**config.mk**
```make
export PLATFORM = sky130hd
export DESIGN_NAME = lane_serdes
export DESIGN_NICKNAME = d
export VERILOG_FILES = /design/src/hdl/lane_serdes_pkg.sv /design/src/hdl/lane_serdes.sv
export SDC_FILE = /design/constraint.sdc
export NUM_CORES = 1
export LEC_CHECK = 0
export BUFFER_PORTS_ARGS = -buffer_cell sky130_fd_sc_hd__buf_2
export CORE_UTILIZATION = 53
export DETAILED_ROUTE_END_ITERATION = 10
export PLACE_DENSITY = 0.78
export SYNTH_ARGS = -nofsm -noshare
export SYNTH_HDL_FRONTEND = slang
export SYNTH_SLANG_ARGS = --single-unit
```
**constraint.sdc**
```tcl
create_clock -name clk -period 6.6 [get_ports clk]
set_input_delay 0.66 -clock clk [delete_from_list [all_inputs] [get_ports clk]]
set_output_delay 0.66 -clock clk [all_outputs]
set_load 0.02 [all_outputs]
```
**src/hdl/lane_serdes_pkg.sv**
```systemverilog
// Constants shared by the high-speed lane serializer and deserializer.
package lane_serdes_pkg;

  // ----------------------------------------------------------------
  // Register map
  // ----------------------------------------------------------------
  localparam logic [3:0]  REG_CTRL       = 4'h0;
  localparam logic [3:0]  REG_STATUS     = 4'h4;
  localparam logic [31:0] CTRL_RESET     = 32'h0000_0000;

  // Control register fields.
  localparam int          CTRL_TX_MODE   = 0;
  localparam int          CTRL_REVERSE   = 1;
  localparam int          CTRL_FIFO_EN   = 2;
  localparam int          CTRL_CLK_ROLE  = 3;
  localparam int          CTRL_LANE_LSB  = 4;
  localparam int          CTRL_GROUP_LSB = 8;
  localparam int          CTRL_SRC_LSB   = 12;
  localparam int          CTRL_DINIT_LSB = 16;

  // Status register fields.
  localparam int          STAT_EMPTY     = 0;
  localparam int          STAT_LEVEL_LSB = 1;
  localparam int          STAT_DLY_LSB   = 8;
  localparam int          STAT_LINKED    = 12;
  localparam int          STAT_OVERFLOW  = 13;

  // ----------------------------------------------------------------
  // Lane geometry
  // ----------------------------------------------------------------
  localparam int          WORD_W         = 8;
  localparam int          BITS_PER_TICK  = 2;
  localparam int          HIST_W         = 16;
  localparam int          LANE_W         = 3;
  localparam int          GROUP_W        = 4;
  localparam logic [3:0]  GROUP_COUNT    = 4'hC;
  localparam int          DLY_W          = 3;
  localparam logic [2:0]  DLY_MAX        = 3'h7;
  localparam logic [2:0]  DLY_MIN        = 3'h0;
  localparam logic [1:0]  DIV_LAST       = 2'h3;
  localparam int          FIFO_DEPTH     = 8;
  localparam int          PTR_W          = 3;
  localparam int          LEVEL_W        = 4;
  localparam logic [3:0]  LEVEL_FULL     = 4'h8;
  localparam logic [3:0]  LEVEL_EMPTY    = 4'h0;

endpackage : lane_serdes_pkg

```
**src/hdl/lane_serdes.sv**
```systemverilog
// One configurable high-speed lane: clock lane or data lane, receive or transmit.
//
// Local design decisions: the strobed register port and the register offsets.
`timescale 1ns/100ps

module lane_serdes (
  input  wire logic        clk,
  input  wire logic        resetn,
  input  wire logic [3:0]  regAddr,
  input  wire logic [31:0] regWdata,
  input  wire logic        regWrite,
  input  wire logic        regRead,
  output logic      [31:0] regRdata,
  input  wire logic [1:0]  padHsIn,
  input  wire logic        padPosIn,
  input  wire logic        padNegIn,
  output logic      [1:0]  padHsOut,
  output logic             padHsOe,
  output logic             padPosOut,
  output logic             padPosOe,
  output logic             padNegOut,
  output logic             padNegOe,
  output logic             padRxBufferEnable,
  output logic             padTermEnable,
  input  wire logic        serialClock,
  input  wire logic        parallelClock,
  output logic             forwardedSerialClock,
  output logic             forwardedParallelClock,
  output logic             globalNetworkLaneClock,
  output logic      [7:0]  rxParallelWord,
  output logic             rxWordValid,
  output logic             rxQueueEmpty,
  input  wire logic        rxQueueReadEnable,
  input  wire logic        rxLaneReset,
  input  wire logic [7:0]  txParallelWord,
  input  wire logic        txReset,
  input  wire logic        highspeedDriveEnable,
  input  wire logic        highspeedReceiverEnable,
  input  wire logic        highspeedTerminationEnable,
  input  wire logic        lowpowerPosDriveValue,
  input  wire logic        lowpowerNegDriveValue,
  input  wire logic        lowpowerPosDriveEnable,
  input  wire logic        lowpowerNegDriveEnable,
  output logic             lowpowerPosPadLevel,
  output logic             lowpowerNegPadLevel,
  input  wire logic        delayAdjustEnable,
  input  wire logic        delayAdjustDirection,
  input  wire logic        delayCounterReset
);

  typedef struct packed {
    logic                                                     txMode;
    logic                                                     reversible;
    logic                                                     fifoEnable;
    logic                                                     clockRole;
    logic [lane_serdes_pkg::LANE_W-1:0]                       laneIndex;
    logic [lane_serdes_pkg::GROUP_W-1:0]                      laneGroup;
    logic [lane_serdes_pkg::GROUP_W-1:0]                      sourceGroup;
    logic [lane_serdes_pkg::DLY_W-1:0]                        delayInit;
    logic [1:0]                                               divPhase;
    logic [1:0]                                               hsSync1;
    logic [1:0]                                               hsSync2;
    logic [1:0]                                               lpSync1;
    logic [1:0]                                               lpSync2;
    logic [lane_serdes_pkg::HIST_W-1:0]                       history;
    logic [lane_serdes_pkg::DLY_W-1:0]                        delayCount;
    logic [lane_serdes_pkg::FIFO_DEPTH-1:0]
          [lane_serdes_pkg::WORD_W-1:0]                       mem;
    logic [lane_serdes_pkg::PTR_W-1:0]                        wrPtr;
    logic [lane_serdes_pkg::PTR_W-1:0]                        rdPtr;
    logic [lane_serdes_pkg::LEVEL_W-1:0]                      level;
    logic                                                     overflow;
    logic [lane_serdes_pkg::WORD_W-1:0]                       rxWord;
    logic                                                     rxValid;
    logic [lane_serdes_pkg::WORD_W-1:0]                       txShift;
    logic [1:0]                                               txBits;
    logic                                                     txOe;
    logic                                                     posOut;
    logic                                                     posOe;
    logic                                                     negOut;
    logic                                                     negOe;
    logic                                                     posLevel;
    logic                                                     negLevel;
    logic                                                     bufEnable;
    logic                                                     termEnable;
    logic                                                     fwdSerial;
    logic                                                     fwdParallel;
    logic                                                     globalClk;
    logic [31:0]                                              rdata;
  } state_s;

  state_s state_q;
  state_s state_d;

  // ----------------------------------------------------------------
  // Helpers
  // ----------------------------------------------------------------
  // A group index is usable only below the group count.
  function automatic logic groupValid(input logic [lane_serdes_pkg::GROUP_W-1:0] g);
    groupValid = (g < lane_serdes_pkg::GROUP_COUNT);
  endfunction : groupValid

  // Saturating step of the input delay counter.
  function automatic logic [lane_serdes_pkg::DLY_W-1:0] delayStep(
    input logic [lane_serdes_pkg::DLY_W-1:0] cur,
    input logic                              up
  );
    if (up) begin
      delayStep = (cur == lane_serdes_pkg::DLY_MAX) ? cur : cur + 3'h1;
    end else begin
      delayStep = (cur == lane_serdes_pkg::DLY_MIN) ? cur : cur - 3'h1;
    end
  endfunction : delayStep

  logic                              linked;
  logic                              rxActive;
  logic                              fastTick;
  logic                              slowTick;
  logic [lane_serdes_pkg::HIST_W-1:0] histNext;
  logic [lane_serdes_pkg::WORD_W-1:0] capWord;
  logic                              push;
  logic                              pop;

  always_comb begin
    state_d = state_q;

    // ----------------------------------------------------------------
    // Clock sourcing
    // ----------------------------------------------------------------
    if (state_q.clockRole) begin
      linked = groupValid(state_q.laneGroup);
    end else begin
      linked = groupValid(state_q.laneGroup) &&
               (state_q.laneGroup == state_q.sourceGroup);
    end
    rxActive = !state_q.txMode && highspeedReceiverEnable && linked;

    if (state_q.txMode) begin
      fastTick = serialClock;
      slowTick = parallelClock;
    end else if (state_q.clockRole) begin
      fastTick = rxActive;
      slowTick = rxActive && (state_q.divPhase == lane_serdes_pkg::DIV_LAST);
    end else begin
      fastTick = rxActive && serialClock;
      slowTick = rxActive && parallelClock;
    end

    if (rxActive && state_q.clockRole) begin
      state_d.divPhase = state_q.divPhase + 2'h1;
    end

    // Forwarded clocks exist only on a receiving clock lane.
    state_d.fwdSerial   = rxActive && state_q.clockRole && fastTick;
    state_d.fwdParallel = rxActive && state_q.clockRole && slowTick;
    state_d.globalClk   = rxActive && state_q.clockRole && slowTick;

    // ----------------------------------------------------------------
    // Pad synchronisers
    // ----------------------------------------------------------------
    state_d.hsSync1 = padHsIn;
    state_d.hsSync2 = state_q.hsSync1;
    state_d.lpSync1 = {padNegIn, padPosIn};
    state_d.lpSync2 = state_q.lpSync1;

    // ----------------------------------------------------------------
    // Receive path
    // ----------------------------------------------------------------
    // The earlier bit of each pair lands at the lower index.
    histNext = {state_q.hsSync2[1], state_q.hsSync2[0],
                state_q.history[lane_serdes_pkg::HIST_W-1:lane_serdes_pkg::BITS_PER_TICK]};
    capWord  = histNext[(lane_serdes_pkg::HIST_W - lane_serdes_pkg::WORD_W
                         - int'(state_q.delayCount)) +: lane_serdes_pkg::WORD_W];
    if (fastTick && !state_q.txMode) begin
      state_d.history = histNext;
    end

    if (slowTick && !state_q.txMode) begin
      if (delayCounterReset) begin
        state_d.delayCount = state_q.delayInit;
      end else if (delayAdjustEnable) begin
        state_d.delayCount = delayStep(state_q.delayCount, delayAdjustDirection);
      end
    end

    push = slowTick && !state_q.txMode && !state_q.clockRole && state_q.fifoEnable;
    pop  = state_q.fifoEnable && rxQueueReadEnable &&
           (state_q.level != lane_serdes_pkg::LEVEL_EMPTY);
    state_d.rxValid = 1'b0;

    if (pop) begin
      state_d.rxWord  = state_q.mem[state_q.rdPtr];
      state_d.rxValid = 1'b1;
      state_d.rdPtr   = state_q.rdPtr + 3'h1;
    end
    if (push) begin
      if (pop || (state_q.level != lane_serdes_pkg::LEVEL_FULL)) begin
        state_d.mem[state_q.wrPtr] = capWord;
        state_d.wrPtr              = state_q.wrPtr + 3'h1;
      end else begin
        state_d.overflow = 1'b1;
      end
    end
    if (push && !pop && (state_q.level != lane_serdes_pkg::LEVEL_FULL)) begin
      state_d.level = state_q.level + 4'h1;
    end else if (pop && !push) begin
      state_d.level = state_q.level - 4'h1;
    end

    if (slowTick && !state_q.txMode && !state_q.clockRole && !state_q.fifoEnable) begin
      state_d.rxWord  = capWord;
      state_d.rxValid = 1'b1;
    end

    if (rxLaneReset) begin
      state_d.history = '0;
      state_d.wrPtr   = '0;
      state_d.rdPtr   = '0;
      state_d.level   = lane_serdes_pkg::LEVEL_EMPTY;
      state_d.rxValid = 1'b0;
    end

    // ----------------------------------------------------------------
    // Transmit path
    // ----------------------------------------------------------------
    if (state_q.txMode && fastTick) begin
      if (slowTick) begin
        state_d.txBits  = txParallelWord[1:0];
        state_d.txShift = {2'h0, txParallelWord[7:2]};
      end else begin
        state_d.txBits  = state_q.txShift[1:0];
        state_d.txShift = {2'h0, state_q.txShift[7:2]};
      end
    end
    if (txReset || !state_q.txMode) begin
      state_d.txBits  = '0;
      state_d.txShift = '0;
    end
    state_d.txOe = state_q.txMode && highspeedDriveEnable;

    // ----------------------------------------------------------------
    // Low-power pads and buffer controls
    // ----------------------------------------------------------------
    state_d.posOut = lowpowerPosDriveValue;
    state_d.negOut = lowpowerNegDriveValue;
    if (state_q.txMode) begin
      state_d.posOe    = lowpowerPosDriveEnable;
      state_d.negOe    = lowpowerNegDriveEnable;
      state_d.posLevel = state_q.reversible && state_q.lpSync2[0];
      state_d.negLevel = state_q.reversible && state_q.lpSync2[1];
    end else begin
      state_d.posOe    = state_q.reversible && lowpowerPosDriveEnable;
      state_d.negOe    = state_q.reversible && lowpowerNegDriveEnable;
      state_d.posLevel = state_q.lpSync2[0];
      state_d.negLevel = state_q.lpSync2[1];
    end
    state_d.bufEnable  = !state_q.txMode && highspeedReceiverEnable;
    state_d.termEnable = !state_q.txMode && highspeedTerminationEnable;

    // ----------------------------------------------------------------
    // Register port
    // ----------------------------------------------------------------
    state_d.rdata = 32'h0000_0000;
    if (regRead) begin
      case (regAddr)
        lane_serdes_pkg::REG_CTRL: begin
          state_d.rdata[lane_serdes_pkg::CTRL_TX_MODE] = state_q.txMode;
          state_d.rdata[lane_serdes_pkg::CTRL_REVERSE] = state_q.reversible;
          state_d.rdata[lane_serdes_pkg::CTRL_FIFO_EN] = state_q.fifoEnable;
          state_d.rdata[lane_serdes_pkg::CTRL_CLK_ROLE] = state_q.clockRole;
          state_d.rdata[lane_serdes_pkg::CTRL_LANE_LSB +: lane_serdes_pkg::LANE_W] =
            state_q.laneIndex;
          state_d.rdata[lane_serdes_pkg::CTRL_GROUP_LSB +: lane_serdes_pkg::GROUP_W] =
            state_q.laneGroup;
          state_d.rdata[lane_serdes_pkg::CTRL_SRC_LSB +: lane_serdes_pkg::GROUP_W] =
            state_q.sourceGroup;
          state_d.rdata[lane_serdes_pkg::CTRL_DINIT_LSB +: lane_serdes_pkg::DLY_W] =
            state_q.delayInit;
        end
        lane_serdes_pkg::REG_STATUS: begin
          state_d.rdata[lane_serdes_pkg::STAT_EMPTY] =
            (state_q.level == lane_serdes_pkg::LEVEL_EMPTY);
          state_d.rdata[lane_serdes_pkg::STAT_LEVEL_LSB +: lane_serdes_pkg::LEVEL_W] =
            state_q.level;
          state_d.rdata[lane_serdes_pkg::STAT_DLY_LSB +: lane_serdes_pkg::DLY_W] =
            state_q.delayCount;
          state_d.rdata[lane_serdes_pkg::STAT_LINKED]   = linked;
          state_d.rdata[lane_serdes_pkg::STAT_OVERFLOW] = state_q.overflow;
        end
        default: begin
          state_d.rdata = 32'h0000_0000;
        end
      endcase
    end

    if (regWrite) begin
      case (regAddr)
        lane_serdes_pkg::REG_CTRL: begin
          state_d.txMode      = regWdata[lane_serdes_pkg::CTRL_TX_MODE];
          state_d.reversible  = regWdata[lane_serdes_pkg::CTRL_REVERSE];
          state_d.fifoEnable  = regWdata[lane_serdes_pkg::CTRL_FIFO_EN];
          state_d.clockRole   = regWdata[lane_serdes_pkg::CTRL_CLK_ROLE];
          state_d.laneIndex   =
            regWdata[lane_serdes_pkg::CTRL_LANE_LSB +: lane_serdes_pkg::LANE_W];
          state_d.laneGroup   =
            regWdata[lane_serdes_pkg::CTRL_GROUP_LSB +: lane_serdes_pkg::GROUP_W];
          state_d.sourceGroup =
            regWdata[lane_serdes_pkg::CTRL_SRC_LSB +: lane_serdes_pkg::GROUP_W];
          state_d.delayInit   =
            regWdata[lane_serdes_pkg::CTRL_DINIT_LSB +: lane_serdes_pkg::DLY_W];
        end
        lane_serdes_pkg::REG_STATUS: begin
          // Write one clears overflow; a new overflow in the same cycle wins.
          if (regWdata[lane_serdes_pkg::STAT_OVERFLOW] && !(push && !pop &&
              (state_q.level == lane_serdes_pkg::LEVEL_FULL))) begin
            state_d.overflow = 1'b0;
          end
        end
        default: begin
          state_d.overflow = state_d.overflow;
        end
      endcase
    end
  end

  always_ff @(posedge clk or negedge resetn) begin
    if (!resetn) begin
      state_q <= '0;
    end else begin
      state_q <= state_d;
    end
  end

  // ----------------------------------------------------------------
  // Outputs
  // ----------------------------------------------------------------
  assign regRdata               = state_q.rdata;
  assign padHsOut               = state_q.txOe ? state_q.txBits : 2'h0;
  assign padHsOe                = state_q.txOe;
  assign padPosOut              = state_q.posOut;
  assign padPosOe               = state_q.posOe;
  assign padNegOut              = state_q.negOut;
  assign padNegOe               = state_q.negOe;
  assign padRxBufferEnable      = state_q.bufEnable;
  assign padTermEnable          = state_q.termEnable;
  assign forwardedSerialClock   = state_q.fwdSerial;
  assign forwardedParallelClock = state_q.fwdParallel;
  assign globalNetworkLaneClock = state_q.globalClk;
  assign rxParallelWord         = state_q.rxWord;
  assign rxWordValid            = state_q.rxValid;
  assign rxQueueEmpty           = (state_q.level == lane_serdes_pkg::LEVEL_EMPTY);
  assign lowpowerPosPadLevel    = state_q.posLevel;
  assign lowpowerNegPadLevel    = state_q.negLevel;

endmodule : lane_serdes

```
==> metrics.cfg <==
[synth]
synth_edf_count = 0
yosys-top-cells-count = dfrtp_1, nand2_1, mux2i_1, o21ai_1, buf_4
synth_ff_type = dfrtp_1
syn_inst = 722
synthAdderAreaFrac = 0.01745
yosysSeqAreaShare = 0.5173
muxShareOfSynthArea = 0.1588
ys_seq_elements = 166
synth_top_cell_area_share = 0.5173
yosysMostFrequentCell = dfrtp_1
synth_simple_gate_area_frac = 0.1253
yosys_warnings = 0
synth_xor_area_frac = 0.009816
yosysTopAreaCell = dfrtp_1
syn_avg_cell_area_um2 = 11.12
synthArstFlopShare = 1.000
synth_area_leaders = dfrtp_1, mux2i_1, mux4_2, buf_4, nand2_1
synthDistinctLibCells = 59
synth_top_family_by_area = multiplexers
synth_area_um2 = 8030
synth-compound-area-share = 0.09894

[route]
ant_nets = 0
routed_wl_um = 16820
via_count = 5510
first_iter_violations = 273
drc = 8
vias_per_cell = 5.710
wl_per_cell_um = 17.43
first_pass_iters = 10

[power_and_ir_drop]
power.internal_mw = 2.061
pwr_density_cell_nw_per_um2 = 356.4
vdd.ir_drop.worst_mv = 0.2058
p_leak_nw = 4.235
switchingPower_mw = 1.110
p_clk_frac = 0.317
pwr-share-comb = 0.292
swShare = 0.3501
p_seq_frac = 0.390

[layout]
regArea_um2 = 4154
area_delta_synth_final_pct = 10.80
fill_cells = 1158
fin_area_um2 = 8897
drive_gt1_frac = 0.2305
multi_input_area_um2 = 3347
n_antenna_cell = 0
nNetsFinal = 845

[clock_network]
clock_latency_ns = 0.43
cts_tree = done
cts-resized-gates = 0
cts.sinks = 166
clock-root-buffer = clkbuf_16
cts_buffers = 17
htree_levels = 4
hold_buffers = 0
cts_setup_buffers = 0
clk_pin_slew_worst_paths_ns = 0.06
clockBufferDepth = 2

[sta]
period_minus_slack_ns = 3.750
setup_viol = 0
slew_headroom = 0.2710
rsz0062_at_grt = false
finalMaxSlewViolations = 0
post-route-period-util = 0.5682
tightestPinTransition_ns = 1.094
max_freq_mhz = 266.6
setup-tns-final_ns = 0
clock-skew-final_ns = 0.01036
hold_viol_final = 0

[worst_setup_path]
reg2reg_depth = 7
endpoint_kind = register
cp-start-kind = register
worstSetupStartpoint = state_q[138]
r2r_slack_ns = 2.85
arrival_ns = 4.02
timing.rr.start = state_q[138]
rr_endpoint = state_q[135]
crit_fanout = 21
required_ns = 6.87
critical_path_class = register to register

[floorplanning]
placementRows = 44
die_area_um2 = 15650
core_um2 = 14640
die_h_um = 125.1
chipWidth_um = 125.1
initial_utilization = 0.5484
pin_count = 123

[placement]
placed_cell_area_um2 = 8290
gp_congestion = 0.8806
io_buffers = 94
dpl.hpwl_um = 11230

[grt]
antenna_found_initial = 0
grt_max_degree = 101
grt_pass1_wl_um = 28110
gr-total-overflow = 0
grt_pass1_vias = 5593
grt_usage = 0.2291

[run_status]
status = complete, but fails checks
violations = DRC

[min_path]
hp-class = input pin to async pin

[run]
drv_cap = 0

worst max path at each step:
stage / to / slack [ns] / cells past startpoint
4_1_cts: state_q[135] / 2.91 / 7
3_5_place_dp: state_q[79] / 2.93 / 7
6_report: state_q[135] / 2.85 / 7
5_1_grt: state_q[134] / 2.61 / 7
2_1_floorplan: state_q[67] / 4.02 / 9
3_3_place_gp: state_q[79] / 3.05 / 7
flip-flops by register name, summed over array words and instances (netlist names), 4 cells and up:
signal / cells
state_q: 108
regRdata: 18
histNext: 16
rxParallelWord: 8
state_d: 4
cell type report:
type,count,area share
clock buffers,20,0.05245
well taps,184,0.02588
multi-input cells,469,0.3762
clock inverters,12,0.01575
repair buffers,96,0.05527
flip-flops and latches,166,0.4669
inverters,18,0.007594
per-stage QoR:
| stage | cells | total power, mW | utilization | setup WS (ns) | hold WS [ns] |
|---|---|---|---|---|---|
| after floorplan | 735 | 1.969 | - | 4.020 | 0.3312 |
| after global placement | 933 | 2.113 | 0.5661 | 3.050 | 0.3402 |
| after detailed placement | 933 | 2.157 | 0.5661 | 2.926 | 0.3364 |
| after CTS | 965 | 3.174 | 0.6076 | 2.911 | 0.3261 |
| after global routing | 965 | 3.318 | 0.6076 | 2.612 | 0.3253 |
| final | 965 | 3.171 | 0.6076 | 2.850 | 0.3244 |
power groups by stage:
stage	Clock [mW]	Combinational [mW]	Sequential, mW
after CTS	1.02	0.919	1.24
final	1.01	0.927	1.24
after floorplan	0	0.764	1.21
after detailed placement	0	0.904	1.25
after global routing	1.06	1.00	1.25
after global placement	0	0.867	1.25
worst max-delay path, stage by stage (launching register included):
cell	delay [ns]
dfrtp_1	0.79
clkinv_1	0.50
ha_1	0.90
mux2_2	0.45
nor2_1	0.12
nor3_1	0.06
mux2i_1	0.60
o21ai_1	0.18
placed cells by master (no fill, tap or decap), types with 9 or more instances in the layout:
master,count
nand2_1,83
conb_1,14
mux4_2,17
o21ai_1,48
o211ai_1,9
nand3_1,9
mux2i_1,61
inv_1,16
mux2_2,24
nor2_1,32
o21ai_0,23
clkbuf_16,17
nand2b_1,26
buf_2,93
and2_1,14
a21oi_1,13
dfrtp_1,166
cell families (layout without fill, tap and decap cells):
logic type / after synthesis / in the layout
fa+ha+maj: 10 / 10
flops: 166 / 166
buf+inv: 100 / 146
compound gates: 130 / 130
other cells: 1 / 14
simple gates: 203 / 203
xor+xnor: 9 / 9
mux: 103 / 103
metal layers:
layer,wire length (µm),global-route usage,vias to the layer above
met1,7205,0.2885,2762
met5,0,0,-
li1,-,-,2563
met3,639,0.04878,30
met2,8662,0.3897,155
met4,308,0.08608,0
No activity file was read; power rests on OpenSTA's default activity.
